### config.mk
export PLATFORM = sky130hd
export DESIGN_NAME = mmdp_phy_ctrl
export DESIGN_NICKNAME = d
export VERILOG_FILES = /design/src/hdl/mmdp_pkg.sv /design/src/hdl/mmdp_phy_ctrl.sv /design/src/hdl/mmdp_sync2.sv /design/src/hdl/mmdp_edge.sv
export SDC_FILE = /design/constraint.sdc
export NUM_CORES = 2
export LEC_CHECK = 0
export BUFFER_PORTS_ARGS = -buffer_cell sky130_fd_sc_hd__buf_2
export CAP_MARGIN = 20
export CORE_MARGIN = 10
export CORE_UTILIZATION = 40
export DETAILED_ROUTE_END_ITERATION = 6
export HOLD_SLACK_MARGIN = 0.02
export MAX_ROUTING_LAYER = met4
export SKIP_LAST_GASP = 1
export SYNTH_ARGS = -nofsm -noshare
export SYNTH_HDL_FRONTEND = slang
export SYNTH_SLANG_ARGS = --single-unit
### constraint.sdc
create_clock -name ref_clk -period 2.9 [get_ports ref_clk]
set_clock_uncertainty 0.05 [all_clocks]
set_input_delay 0.58 -clock ref_clk [delete_from_list [all_inputs] [get_ports ref_clk]]
set_output_delay 0.58 -clock ref_clk [all_outputs]
set_load 0.01 [all_outputs]
### src/hdl/mmdp_pkg.sv
// ============================================================
// mmdp_pkg: constants, register map and types of the phy-side controller
// assumes ref_clk at 250 MHz and a 32-bit software port with byte addresses
package mmdp_pkg;

  // ============================================================
  // clock and timing
  localparam int REF_CLK_MHZ = 250;
  localparam int MII_PERIOD_100_NS = 40;    // 25 MHz link clock
  localparam int MII_PERIOD_10_NS = 400;    // 2.5 MHz link clock
  localparam int BIT_TIME_10_NS = 100;      // one bit at 10 Mb/s
  localparam int COL_DELAY_BITS = 7;        // bits seen in collision before reporting
  localparam int SQE_DELAY_NS = 1000;       // gap from end of transmit to heartbeat
  localparam int SQE_LEN_BITS = 10;         // heartbeat length in bit times
  localparam logic [5:0] HALF_100 = 6'((MII_PERIOD_100_NS / 2) * REF_CLK_MHZ / 1000);
  localparam logic [5:0] HALF_10 = 6'((MII_PERIOD_10_NS / 2) * REF_CLK_MHZ / 1000);
  localparam logic [9:0] COL_DELAY_CYC =
    10'(COL_DELAY_BITS * BIT_TIME_10_NS * REF_CLK_MHZ / 1000);
  localparam logic [9:0] SQE_LEN_CYC = 10'(SQE_LEN_BITS * BIT_TIME_10_NS * REF_CLK_MHZ / 1000);
  localparam logic [9:0] SQE_DELAY_CYC = 10'(SQE_DELAY_NS * REF_CLK_MHZ / 1000);

  // ============================================================
  // management frame
  localparam logic [5:0] PREAMBLE_ONES = 6'h20;
  localparam logic [1:0] OP_READ = 2'h2;
  localparam logic [1:0] OP_WRITE = 2'h1;
  localparam logic [4:0] LAST_ADDR_BIT = 5'h09;
  localparam logic [4:0] LAST_DATA_BIT = 5'h0f;
  localparam int MG_REGS = 32;

  // ============================================================
  // software register map (byte addresses)
  localparam logic [7:0] A_CTRL = 8'h00;
  localparam logic [7:0] A_STATUS = 8'h04;
  localparam logic [7:0] A_RX_DATA = 8'h08;
  localparam logic [7:0] A_TX_DATA = 8'h0c;
  localparam logic [7:0] A_MG_SEL = 8'h10;
  localparam logic [7:0] A_MG_DATA = 8'h14;
  localparam logic [4:0] PHY_ADDR_RST = 5'h01;

  // ============================================================
  // types
  typedef struct packed {
    logic [4:0] phy_addr;       // bits 8:4
    logic rx_carrier;           // bit 3: receive activity without data
    logic heartbeat_en;         // bit 2
    logic full_duplex;          // bit 1
    logic speed_100;            // bit 0
  } mmdp_ctrl_t;

  typedef struct packed {
    logic err;                  // bit 4
    logic [3:0] nibble;         // bits 3:0
  } mmdp_rx_t;

  typedef enum logic [2:0] {
    MG_PRE = 3'h0,
    MG_START = 3'h1,
    MG_OP = 3'h2,
    MG_ADDR = 3'h3,
    MG_TA = 3'h4,
    MG_DATA = 3'h5
  } mmdp_mg_state_t;

endpackage

### src/hdl/mmdp_phy_ctrl.sv
// ============================================================
// mmdp_phy_ctrl: phy-side partner of a mac on the media independent interface
// assumes mac drives mdc, mdio and the transmit pins; software uses the plain port
//
// Notes on behaviour
// - management clock up to 25 mhz, no minimum
// - up to 32 stations share mdio
// - one register access per 64-bit frame, untimed
// - frame order fixed, start pattern 01
// - first read turnaround bit undriven
// - phy drives zero then register data
// - receive nibble, error, valid and clock
// - transmit nibble and enable on phy clock
// - 10 mb/s transmit collision after seven bits
// - collision during receive reported immediately
// - heartbeat pulse after each half-duplex 10 mb/s packet
// - carrier sense raised on valid receive data
// - carrier sense per duplex, drops after packet
//
// Chosen here: strobed register access.
`timescale 1ns/100ps
module mmdp_phy_ctrl (
  // clock and reset
  input wire logic ref_clk,
  input wire logic rst_n,
  // software port
  input wire logic [7:0] addr,
  input wire logic [31:0] wr_data,
  input wire logic wr_stb,
  input wire logic rd_stb,
  output logic [31:0] rd_data,
  // management pins
  input wire logic mdc,
  input wire logic mdio_in,
  output logic mdio_out,
  output logic mdio_oe,
  // receive pins
  output logic rx_clk,
  output logic [3:0] rxd,
  output logic rx_dv,
  output logic rx_er,
  // transmit pins
  output logic tx_clk,
  input wire logic [3:0] txd,
  input wire logic tx_en,
  // carrier and collision
  output logic crs,
  output logic col
);
  import mmdp_pkg::*;

  mmdp_ctrl_t ctrl;
  mmdp_rx_t rx_word;
  logic rx_pending;
  logic [4:0] mg_sel;
  logic [15:0] mregs [MG_REGS];
  logic mdc_rise;
  logic mdio_s;
  logic [4:0] tx_s;
  mmdp_mg_state_t mg_state;
  logic [4:0] bit_cnt;
  logic [5:0] ones_cnt;
  logic op_read;
  logic op_first;
  logic [15:0] shreg;
  logic [15:0] drv_data;
  logic phy_hit;
  logic [4:0] reg_idx;
  logic mg_wr;
  logic [15:0] mg_wr_data;
  logic frame_err;
  logic [5:0] div_cnt;
  logic mii_clk;
  logic mii_fall;
  logic tx_act;
  logic [3:0] tx_last;
  logic [15:0] tx_count;
  logic tx_new;
  logic rx_active;
  logic rx_led;
  logic [9:0] coll_cnt;
  logic [9:0] sqe_cnt;
  logic tx_coll;
  logic next_col;
  logic [5:0] half;

  // ============================================================
  // input synchronisers
  mmdp_edge u_mdc_edge (
    .ref_clk(ref_clk),
    .rst_n(rst_n),
    .pin(mdc),
    .rise(mdc_rise),
    .fall()
  );

  mmdp_sync2 #(.WIDTH(1)) u_mdio_sync (
    .ref_clk(ref_clk),
    .rst_n(rst_n),
    .din(mdio_in),
    .dout(mdio_s)
  );

  mmdp_sync2 #(.WIDTH(5)) u_tx_sync (
    .ref_clk(ref_clk),
    .rst_n(rst_n),
    .din({tx_en, txd}),
    .dout(tx_s)
  );

  // ============================================================
  // software registers
  // control and selection registers
  always_ff @(posedge ref_clk or negedge rst_n) begin
    if (!rst_n) begin
      ctrl <= '{phy_addr: PHY_ADDR_RST, default: 1'b0};
      mg_sel <= '0;
    end else if (wr_stb) begin
      if (addr == A_CTRL) ctrl <= mmdp_ctrl_t'(wr_data[8:0]);
      if (addr == A_MG_SEL) mg_sel <= wr_data[4:0];
    end
  end

  // read data stands only in the cycle after the strobe
  always_ff @(posedge ref_clk or negedge rst_n) begin
    if (!rst_n) begin
      rd_data <= '0;
    end else if (rd_stb) begin
      case (addr)
        A_CTRL: rd_data <= {23'h0, ctrl};
        A_STATUS: rd_data <= {23'h0, frame_err, 3'(mg_state), tx_new, col, crs, tx_act,
                              rx_pending};
        A_RX_DATA: rd_data <= {31'h0, rx_pending};
        A_TX_DATA: rd_data <= {tx_count, 12'h0, tx_last};
        A_MG_SEL: rd_data <= {27'h0, mg_sel};
        A_MG_DATA: rd_data <= {16'h0, mregs[mg_sel]};
        default: rd_data <= '0;
      endcase
    end else begin
      rd_data <= '0;
    end
  end

  // phy register file; a management write wins over software
  always_ff @(posedge ref_clk or negedge rst_n) begin
    if (!rst_n) begin
      for (int i = 0; i < MG_REGS; i++) begin
        mregs[i] <= '0;
      end
    end else if (mg_wr) begin
      mregs[reg_idx] <= mg_wr_data;
    end else if (wr_stb && addr == A_MG_DATA) begin
      mregs[mg_sel] <= wr_data[15:0];
    end
  end

  // ============================================================
  // management frame responder, stepped by mdc rising edges only
  always_ff @(posedge ref_clk or negedge rst_n) begin
    if (!rst_n) begin
      mg_state <= MG_PRE;
      bit_cnt <= '0;
      ones_cnt <= '0;
      op_read <= 1'b0;
      op_first <= 1'b0;
      shreg <= '0;
      drv_data <= '0;
      phy_hit <= 1'b0;
      reg_idx <= '0;
      mdio_out <= 1'b0;
      mdio_oe <= 1'b0;
      mg_wr <= 1'b0;
      mg_wr_data <= '0;
    end else begin
      mg_wr <= 1'b0;
      if (mdc_rise) begin
        case (mg_state)
          MG_PRE: begin
            if (mdio_s) begin
              if (ones_cnt < PREAMBLE_ONES) ones_cnt <= ones_cnt + 6'h01;
            end else if (ones_cnt == PREAMBLE_ONES) begin
              mg_state <= MG_START;
            end else begin
              ones_cnt <= '0;
            end
          end
          MG_START: begin
            ones_cnt <= '0;
            bit_cnt <= '0;
            mg_state <= mdio_s ? MG_OP : MG_PRE;
          end
          MG_OP: begin
            op_first <= mdio_s;
            bit_cnt <= bit_cnt + 5'h01;
            if (bit_cnt != 5'h00) begin
              bit_cnt <= '0;
              if ({op_first, mdio_s} == OP_READ || {op_first, mdio_s} == OP_WRITE) begin
                op_read <= op_first;
                mg_state <= MG_ADDR;
              end else begin
                mg_state <= MG_PRE;
              end
            end
          end
          MG_ADDR: begin
            shreg <= {shreg[14:0], mdio_s};
            bit_cnt <= bit_cnt + 5'h01;
            if (bit_cnt == LAST_ADDR_BIT) begin
              bit_cnt <= '0;
              phy_hit <= (shreg[8:4] == ctrl.phy_addr);
              reg_idx <= {shreg[3:0], mdio_s};
              drv_data <= mregs[{shreg[3:0], mdio_s}];
              mg_state <= MG_TA;
            end
          end
          MG_TA: begin
            bit_cnt <= bit_cnt + 5'h01;
            if (op_read) begin
              // line stayed free for the first bit; drive zero, then data
              if (phy_hit && bit_cnt == 5'h00) begin
                mdio_oe <= 1'b1;
                mdio_out <= 1'b0;
              end
              if (bit_cnt != 5'h00) begin
                if (phy_hit) mdio_out <= drv_data[15];
                drv_data <= {drv_data[14:0], 1'b0};
                bit_cnt <= '0;
                mg_state <= MG_DATA;
              end
            end else if (mdio_s == (bit_cnt == 5'h00)) begin
              if (bit_cnt != 5'h00) begin
                bit_cnt <= '0;
                mg_state <= MG_DATA;
              end
            end else begin
              mg_state <= MG_PRE;
            end
          end
          MG_DATA: begin
            bit_cnt <= bit_cnt + 5'h01;
            shreg <= {shreg[14:0], mdio_s};
            if (op_read && phy_hit) begin
              mdio_out <= drv_data[15];
              drv_data <= {drv_data[14:0], 1'b0};
            end
            if (bit_cnt == LAST_DATA_BIT) begin
              mdio_oe <= 1'b0;
              mdio_out <= 1'b0;
              mg_wr <= ~op_read & phy_hit;
              mg_wr_data <= {shreg[14:0], mdio_s};
              bit_cnt <= '0;
              mg_state <= MG_PRE;
            end
          end
          default: begin
            mdio_oe <= 1'b0;
            mg_state <= MG_PRE;
          end
        endcase
      end
    end
  end

  // sticky frame error: the hardware set wins over the clear by status read
  always_ff @(posedge ref_clk or negedge rst_n) begin
    if (!rst_n) begin
      frame_err <= 1'b0;
    end else if (mdc_rise && ((mg_state == MG_START && !mdio_s) ||
                 (mg_state == MG_OP && bit_cnt != 5'h00 && (op_first == mdio_s)) ||
                 (mg_state == MG_TA && !op_read && (mdio_s != (bit_cnt == 5'h00))))) begin
      frame_err <= 1'b1;
    end else if (rd_stb && addr == A_STATUS) begin
      frame_err <= 1'b0;
    end
  end

  // ============================================================
  // link clock divider; this end makes rx_clk and tx_clk
  assign half = ctrl.speed_100 ? HALF_100 : HALF_10;

  always_ff @(posedge ref_clk or negedge rst_n) begin
    if (!rst_n) begin
      div_cnt <= '0;
      mii_clk <= 1'b0;
      mii_fall <= 1'b0;
      rx_clk <= 1'b0;
      tx_clk <= 1'b0;
    end else begin
      mii_fall <= 1'b0;
      if (div_cnt >= half - 6'h01) begin
        div_cnt <= '0;
        mii_clk <= ~mii_clk;
        rx_clk <= ~mii_clk;
        tx_clk <= ~mii_clk;
        mii_fall <= mii_clk;
      end else begin
        div_cnt <= div_cnt + 6'h01;
      end
    end
  end

  // ============================================================
  // receive stream: one nibble per falling link edge, mac samples on rising
  always_ff @(posedge ref_clk or negedge rst_n) begin
    if (!rst_n) begin
      rx_word <= '0;
      rx_pending <= 1'b0;
      rxd <= '0;
      rx_dv <= 1'b0;
      rx_er <= 1'b0;
    end else begin
      if (mii_fall) begin
        rx_dv <= rx_pending;
        rx_er <= rx_pending & rx_word.err;
        rxd <= rx_pending ? rx_word.nibble : 4'h0;
      end
      if (wr_stb && addr == A_RX_DATA) begin
        rx_word <= mmdp_rx_t'(wr_data[4:0]);
        rx_pending <= 1'b1;
      end else if (mii_fall) begin
        rx_pending <= 1'b0;
      end
    end
  end

  // ============================================================
  // transmit capture at mid link period; new flag set wins over clear
  always_ff @(posedge ref_clk or negedge rst_n) begin
    if (!rst_n) begin
      tx_act <= 1'b0;
      tx_last <= '0;
      tx_count <= '0;
      tx_new <= 1'b0;
    end else begin
      if (mii_fall) tx_act <= tx_s[4];
      if (mii_fall && tx_s[4]) begin
        tx_last <= tx_s[3:0];
        tx_count <= tx_count + 16'h0001;
        tx_new <= 1'b1;
      end else if (rd_stb && addr == A_STATUS) begin
        tx_new <= 1'b0;
      end
    end
  end

  // ============================================================
  // carrier sense and collision
  assign rx_active = rx_dv | ctrl.rx_carrier;
  assign tx_coll = ~ctrl.full_duplex & rx_active & tx_act;

  always_comb begin
    next_col = 1'b0;
    if (tx_coll && (rx_led || ctrl.speed_100)) next_col = 1'b1;
    if (tx_coll && coll_cnt >= COL_DELAY_CYC) next_col = 1'b1;
    if (sqe_cnt != 10'h000 && sqe_cnt <= SQE_LEN_CYC) next_col = 1'b1;
  end

  // receive-first tracking, collision bit counter and heartbeat timer
  always_ff @(posedge ref_clk or negedge rst_n) begin
    if (!rst_n) begin
      rx_led <= 1'b0;
      coll_cnt <= '0;
      sqe_cnt <= '0;
    end else begin
      rx_led <= rx_active & (rx_led | ~tx_act);
      coll_cnt <= tx_coll ? ((coll_cnt < COL_DELAY_CYC) ? coll_cnt + 10'h001 : coll_cnt)
                          : 10'h000;
      if (mii_fall && tx_act && !tx_s[4] && !ctrl.full_duplex && !ctrl.speed_100 &&
          ctrl.heartbeat_en) begin
        sqe_cnt <= SQE_DELAY_CYC + SQE_LEN_CYC;
      end else if (sqe_cnt != 10'h000) begin
        sqe_cnt <= sqe_cnt - 10'h001;
      end
    end
  end

  // registered carrier and collision pins
  always_ff @(posedge ref_clk or negedge rst_n) begin
    if (!rst_n) begin
      crs <= 1'b0;
      col <= 1'b0;
    end else begin
      crs <= rx_active | (~ctrl.full_duplex & tx_act);
      col <= next_col;
    end
  end

  // ============================================================
  // checks
  chk_ta_release: assert property (@(posedge ref_clk) disable iff (!rst_n)
    (mg_state == MG_TA && bit_cnt == 5'h00) |-> !mdio_oe)
    else $error("mdio driven during first turnaround bit");

  chk_ta_zero: assert property (@(posedge ref_clk) disable iff (!rst_n)
    (mdc_rise && mg_state == MG_TA && op_read && phy_hit && bit_cnt == 5'h00)
    |=> (mdio_oe && !mdio_out))
    else $error("second turnaround bit not driven low");

  chk_drive_owner: assert property (@(posedge ref_clk) disable iff (!rst_n)
    mdio_oe |-> (op_read && phy_hit && (mg_state == MG_TA || mg_state == MG_DATA)))
    else $error("mdio driven outside an addressed read");

  chk_preamble_count: assert property (@(posedge ref_clk) disable iff (!rst_n)
    (mg_state == MG_PRE ##1 mg_state == MG_START) |-> $past(ones_cnt) == PREAMBLE_ONES)
    else $error("start accepted without full preamble");

  chk_bad_op_resync: assert property (@(posedge ref_clk) disable iff (!rst_n)
    (mdc_rise && mg_state == MG_OP && bit_cnt != 5'h00 && op_first == mdio_s)
    |=> (mg_state == MG_PRE && frame_err))
    else $error("invalid opcode not resynchronised");

  chk_rx_present: assert property (@(posedge ref_clk) disable iff (!rst_n)
    (mii_fall && rx_pending) |=> (rx_dv && rxd == $past(rx_word.nibble)))
    else $error("pending nibble not presented");

  chk_col_immediate: assert property (@(posedge ref_clk) disable iff (!rst_n)
    (tx_coll && rx_led) |=> col)
    else $error("receive collision not immediate");

  chk_col_delay: assert property (@(posedge ref_clk) disable iff (!rst_n)
    ($rose(tx_coll) && !rx_led && !ctrl.speed_100 && sqe_cnt == 10'h000) ##0 tx_coll [*8]
    |-> !col)
    else $error("transmit collision reported too early");

  chk_crs_full: assert property (@(posedge ref_clk) disable iff (!rst_n)
    (ctrl.full_duplex && !rx_active) |=> !crs)
    else $error("carrier sense without receive in full duplex");

  chk_sqe_gap: assert property (@(posedge ref_clk) disable iff (!rst_n)
    (sqe_cnt == SQE_DELAY_CYC + SQE_LEN_CYC) |-> !col [*8])
    else $error("heartbeat started without its gap");
endmodule

### src/hdl/mmdp_sync2.sv
// ============================================================
// mmdp_sync2: two flip-flop synchroniser for a group of levels
// assumes inputs come from outside the ref_clk domain
`timescale 1ns/100ps
module mmdp_sync2 #(
  parameter int WIDTH = 1
) (
  // clock and reset
  input wire logic ref_clk,
  input wire logic rst_n,
  // levels
  input wire logic [WIDTH-1:0] din,
  output logic [WIDTH-1:0] dout
);
  logic [WIDTH-1:0] meta;

  // first stage feeds only the second
  always_ff @(posedge ref_clk or negedge rst_n) begin
    if (!rst_n) begin
      meta <= '0;
      dout <= '0;
    end else begin
      meta <= din;
      dout <= meta;
    end
  end
endmodule

### src/hdl/mmdp_edge.sv
// ============================================================
// mmdp_edge: synchronises a slow clock pin and reports its edges
// assumes the pin is at most a tenth of ref_clk, any rate below that
`timescale 1ns/100ps
module mmdp_edge (
  // clock and reset
  input wire logic ref_clk,
  input wire logic rst_n,
  // pin and events
  input wire logic pin,
  output logic rise,
  output logic fall
);
  logic meta;
  logic sync;
  logic prev;

  // two stages, then a history bit for edge finding
  always_ff @(posedge ref_clk or negedge rst_n) begin
    if (!rst_n) begin
      meta <= 1'b0;
      sync <= 1'b0;
      prev <= 1'b0;
    end else begin
      meta <= pin;
      sync <= meta;
      prev <= sync;
    end
  end

  assign rise = sync & ~prev;
  assign fall = ~sync & prev;
endmodule

# After elaboration in Yosys (flattened, before gate mapping)
# Cells that the tools add are included.
[word_totals]
input_bits = 51
ff_bits = 711
output_inout_bits = 44
[op_classes]
magnitude_cmp = 10
bitwise = 19
n_reduce_logical = 60
muxes = 72
addsub = 7
eq_ne = 32
[op_table]
columns = ["operator", "n"]
rows = [
  ["$bwmux W512", 2],
  ["$mux W512", 2],
  ["$pmux W32 S6", 1],
  ["$bmux W16 S5", 2],
  ["$demux W16 S5", 2],
  ["$mux W16", 10],
  ["$pmux W16 S3", 1],
  ["$mux W10", 4],
  ["$mux W32", 1],
  ["$mux W6", 5],
  ["$mux W5", 5],
  ["$pmux W5 S5", 1],
  ["$mux W3", 8],
  ["$logic_and A1 B1 Y1", 22],
  ["$mux W1", 21],
  ["$ge A6 B6 Y1 const B", 3],
  ["$not A5 Y6", 3],
  ["$pmux W3 S6", 1],
  ["$add A16 B1 Y16 const B", 1],
  ["$eq A8 B4 Y1 const B", 2],
  ["$eq A8 B5 Y1 const B", 2],
  ["$ne A2 B2 Y1 const B", 8],
  ["$reduce_bool A2 Y1", 7],
  ["$add A6 B1 Y6 const B", 2],
  ["other kinds (47)", 84],
]

# Logic depth before layout (Yosys ltp)
[depth]
depth_word = 8
depth_mapped = 10
depth_no_buf = 8

# Hierarchy
# Synthesis repeated with hierarchy kept, for this count alone.
[hier_totals]
cells_unflattened = 3515
area_unflattened_um2 = 42270.5
[modules_own_cells]
columns = ["module", "area_each_um2", "cells_each", "n_inst", "seq_area_each_um2"]
rows = [
  ["mmdp_phy_ctrl", 41880.2, 3498, 1, 17418.0],
  ["mmdp_sync2 at u_tx_sync", 250.2, 10, 1, 250.2],
  ["mmdp_edge", 90.1, 5, 1, 75.1],
  ["mmdp_sync2 at u_mdio_sync", 50.0, 2, 1, 50.0],
]

# Worst setup path before layout
# Ideal clock, no wire load.
[synth_timing]
kind = "input to register"
from = "in addr[2]"
to = "reg mregs[101] (netlist name)"
setup_time_ps = 125
path_stages = 8
setup_slack_ps = 492
path_buffers = 4
t_arrival_ps = 2233
required_time_ps = 2725
path_cell_list = "clkbuf_1 and4b_1 buf_4 buf_6 and2_2 a32oi_4 buf_4 mux2_2"
[synth_between]
elab_chain_cells = 3
[synth_rtl]
columns = ["element", "line_no", "text"]
rows = [
  ["from (decl)", "mmdp_phy_ctrl.sv:27", "input wire logic [7:0] addr,"],
  ["$eq A8 B5 Y1", "mmdp_phy_ctrl.sv:152", "end else if (wr_stb && addr == A_MG_DATA) begin"],
  ["$logic_and A1 B1 Y1", "mmdp_phy_ctrl.sv:152", ""],
  ["$reduce_bool A2 Y1 (no source line)", "--", ""],
  ["to (signal, indexed assignment)", "mmdp_phy_ctrl.sv:151", "mregs[reg_idx] <= mg_wr_data;"],
  ["to (signal, indexed assignment)", "mmdp_phy_ctrl.sv:153", "mregs[mg_sel] <= wr_data[15:0];"],
  ["to (decl)", "mmdp_phy_ctrl.sv:56", "logic [15:0] mregs [MG_REGS];"],
]
# No other way between the ends.
# A chain may end at the register's enable or synchronous reset.

# Worst setup path in the final report
[layout_timing]
from = "reg shreg[1]"
to = "reg drv_data[13]"
[layout_between]
elab_chain_cells = 6
[layout_rtl]
columns = ["element", "line_no", "text"]
rows = [
  ["from (decl)", "mmdp_phy_ctrl.sv:65", "logic [15:0] shreg;"],
  ["from (signal assigned)", "mmdp_phy_ctrl.sv:206", "shreg <= {shreg[14:0], mdio_s};"],
  ["from (signal assigned)", "mmdp_phy_ctrl.sv:241", "shreg <= {shreg[14:0], mdio_s};"],
  ["$not A5 Y6 (implied by the code)", "mmdp_phy_ctrl.sv:212", "drv_data <= mregs[{shreg[3:0], mdio_s}];"],
  ["$bmux W16 S5", "mmdp_phy_ctrl.sv:212", ""],
  ["$mux W16 (implied by the code) (2 in series)", "mmdp_phy_ctrl.sv:212", ""],
  ["$mux W16", "mmdp_phy_ctrl.sv:208", "if (bit_cnt == LAST_ADDR_BIT) begin"],
  ["$pmux W16 S3", "mmdp_phy_ctrl.sv:177", "case (mg_state)"],
  ["to (signal assigned)", "mmdp_phy_ctrl.sv:212", ""],
  ["to (signal assigned)", "mmdp_phy_ctrl.sv:226", "drv_data <= {drv_data[14:0], 1'b0};"],
  ["to (signal assigned)", "mmdp_phy_ctrl.sv:244", "drv_data <= {drv_data[14:0], 1'b0};"],
  ["to (decl)", "mmdp_phy_ctrl.sv:66", "logic [15:0] drv_data;"],
]
# No other way between the ends. The select of a mux whose other input is x is not followed.

==> metrics <==
status completed; total power 22.8 mW; CTS clk-pin slew, worst paths about 0.060 ns; DRC 0; CTS root buf clkbuf_16; CTS hold repair buffers 8; ANT nets after route 0; pwr dens slightly below 500 nW/um2; Setup-failing EPs final 0; worst-path maximum fanout 17; GRT Overall Usage 0.266; internal power ~17 mW; Crit path arrival time 3.30 ns; cells after synthesis 4308; initial antenna violation count 4; vias between 30000 and 40000; Worst IR Drop VDD 0.418 mV; max_slew headroom 0.332; P_sw slightly below 6 mW; TritonCTS buffer count 80; Initial Utilization 0.405; Clk pwr share 0.468; Synth Warn # 0; RSZ-0062 raised after global routing no; max-cap violations 0; core area between 100000 and 150000 um2; WHS about 0.24 ns; Seq/Total Area, Yosys 0.437; post-cts resize count 0; Syn Nets between 4000 and 5000; final wirelength 152 mm; number of synthesized flops with an enable pin 0; routability cong. roughly 0.99; clk sink count about 710; post-synth cell types slightly below 80; nets between 4000 and 5000; top_reg_cell synth dfrtp_1; initial drt markers between 4000 and 5000; combinational power share 0.075; drt via density 6.15; Ports 95; endpoint class of the critical path register; asr flop ratio synth 1.00; Post-CTS Setup Bufs 0; CTS tree built; first drt pass iteration count 6; H-tree levels 3; Die Width about 340 um; Peak Freq 0.362 GHz; static leakage between 15 and 20 nW; CTS Buffer Depth 3; CP max stage delay 0.66 ns; DP HPWL just over 100 mm; die height about 340 um; WS Path Type register to register; Area Overhead vs Synth 14.1%; worst skew pair latency roughly 0.67 ns; Fin. Hold Viols 0; hold crit path type primary input to register; Flop pwr share 0.457; final count of pins violating max slew 0; cell family with most CP delay compound AO/OA/AOI/OAI gates; final instance area 46400 um2; CP startpoint kind register; Post-Syn Area per Cell 9.44 um2; Worst Path Required between 3 and 4 ns; largest net degree at the start of global routing ~100; PortBufs a little under 80; Least-Margin Pin Slew roughly 1.0 ns; Net Sw Frac 0.257; vias in the first global route 33500; Max stage delay cell, worst path a221oi_1; share of cells above drive strength 1 0.202; Rows 116; final setup TNS 0 ns; Final Cycle Share 0.952; die area roughly 110000 um2; Placed Area roughly 44000 um2; global-route wire length before repair about 230 mm; synthesized cell area ~41000 um2; synthesized flop and latch total a little over 700; dominant cells by area after synthesis dfrtp_1 (44%), mux4_2 (14%), o21ai_0 (6.5%); CP Buf/Inv Count 1; grt ovf 0; Yosys top cell area share 0.437; Routed WL per cell around 27 um; cell accounting for the most synthesized area dfrtp_1; CP Cell Sequence and2_1, buf_12, a221oi_1, a2bb2oi_1, o221a_2, a31oi_1; final period demand of the worst path roughly 2.8 ns
per-stage QoR:
step | worst slack (ns) | instances | util
floorplan | 0.492 | 4308 | -
global placement | 0.188 | 5569 | 0.434
detailed placement | 0.160 | 5569 | 0.434
CTS | 0.200 | 5725 | 0.461
global route | 0.0862 | 5728 | 0.462
finish | 0.138 | 5729 | 0.462
cells in the mapped netlist, types with 8 or more instances:
| cell type | instances |
|---|---|
| and4_1 | 10 |
| a21o_1 | 10 |
| and2_1 | 36 |
| o21ai_1 | 16 |
| a21oi_1 | 497 |
| and3_1 | 12 |
| a221o_1 | 9 |
| o21ai_0 | 527 |
| dfrtp_1 | 710 |
| inv_1 | 31 |
| o22ai_1 | 12 |
| nand2_1 | 599 |
| nand3b_1 | 13 |
| nor2_2 | 16 |
| a22oi_1 | 62 |
| buf_4 | 13 |
| xor2_1 | 18 |
| clkbuf_1 | 330 |
| a22o_1 | 28 |
| mux4_2 | 249 |
| a221oi_1 | 19 |
| mux2_2 | 96 |
| buf_1 | 13 |
| a31oi_1 | 18 |
| nor2_1 | 572 |
| nand2b_1 | 8 |
| ha_1 | 16 |
| a32oi_1 | 33 |
| buf_2 | 57 |
| nand3_1 | 37 |
| xnor2_1 | 17 |
| nor3b_1 | 8 |
| a211oi_1 | 10 |
| buf_6 | 11 |
| or3_1 | 8 |
| nor3_1 | 10 |
| nand4_1 | 14 |
| o211ai_1 | 8 |
| mux2i_1 | 64 |
| nor2b_1 | 13 |
worst register-to-register path, stage by stage (launching register included):
cell	delay (ns)
dfrtp_4	0.65
and2_1	0.42
buf_12	0.24
a221oi_1	0.66
a2bb2oi_1	0.22
o221a_2	0.29
a31oi_1	0.15
cell usage in the layout (no fill, tap or decap), types with 9 or more instances in the layout:
cell and count:
a22oi_1 62, and4_1 10, a22o_1 28, nor3_1 9, o21ai_1 16, buf_12 41, clkinv_2 17, and3_1 12
a32oi_2 30, buf_4 209, buf_2 77, o22ai_1 12, clkbuf_8 17, nor2_1 572, xor2_1 18, nand3_1 37
nand4_1 14, ha_1 16, a21o_1 10, mux4_2 249, o21ai_0 527, and2_1 36, nor2_2 16, clkbuf_1 20
nand2_1 599, dfrtp_1 703, a221o_1 9, mux2i_1 64, a31oi_1 18, nand3b_1 13, nor2b_1 11, inv_1 31
xnor2_1 17, a221oi_1 19, clkbuf_16 80, a21oi_1 497, mux2_2 96, a211oi_1 10
registers in the layout, summed over array words and instances, names as in the netlist, 3 cells and up, named ones only:
register / flops
bit_cnt: 5
coll_cnt: 10
ctrl: 9
div_cnt: 6
drv_data: 16
mg_sel: 5
mg_state: 3
mg_wr_data: 16
mregs: 512
ones_cnt: 6
rd_data: 32
reg_idx: 5
rx_word: 5
rxd: 4
shreg: 15
sqe_cnt: 10
tx_count: 16
tx_last: 4
u_tx_sync.dout: 5
u_tx_sync.meta: 5
final timing paths:
kind | from | to | slack (ns) | cells after the start
hold / removal | rd_stb | frame_err | 0.24 | 3
setup reg to reg | shreg[1] | drv_data[13] | 0.14 | 6
min in group asynchronous | rst_n | mregs[18] | 0.39 | 2
max in group asynchronous | rst_n | mregs[363] | 1.38 | 4
hold reg to reg | u_mdc_edge.meta | u_mdc_edge.sync | 0.30 | 0
setup / recovery | shreg[1] | drv_data[13] | 0.14 | 6
power by group through the flow:
stage                     logic (mW)  registers [mW]  clock network, mW
final                           1.71            10.4               10.7
after global routing            1.87            10.4               11.2
after CTS                       1.73            10.4               10.8
after detailed placement        1.71            10.6                  0
after global placement          1.68            10.6                  0
after floorplan                0.999            10.5                  0
kinds of logic (layout without fill, tap and decap cells):
logic type,count (synthesis),after routing,synth area share
AO/OA/AOI/OAI,1284,1284,0.177
XOR/XNOR,35,35,0.00753
adder cells (fa/ha/maj),16,16,0.00492
buffers and inverters,455,515,0.0470
flip-flops,711,711,0.437
multiplexers,409,409,0.180
other,0,4,0
AND/OR/NAND/NOR,1398,1398,0.146
metal layers:
metal	vias to the layer above	wire, um	part of all wire	GRT usage
met1	17500	62300	0.41	0.357
met2	1981	66400	0.44	0.381
met3	384	15300	0.10	0.0528
met5	-	0	0	-
met4	0	8090	0.053	0.128
li1	15400	-	-	-
area by class of cell:
| type | instances | area, um2 |
|---|---|---|
| Sequential cell | 711 | 17800 |
| Clock buffer | 117 | 2310 |
| Multi-Input combinational cell | 3142 | 21200 |
| Tap cell | 1357 | 1700 |
| Fill cell | 9432 | 54200 |
| Clock inverter | 31 | 397 |
| Inverter | 31 | 116 |
| Timing Repair Buffer | 336 | 2870 |
| Antenna cell | 4 | 10.0 |
Note: power is estimated with default switching activity, not from simulation.
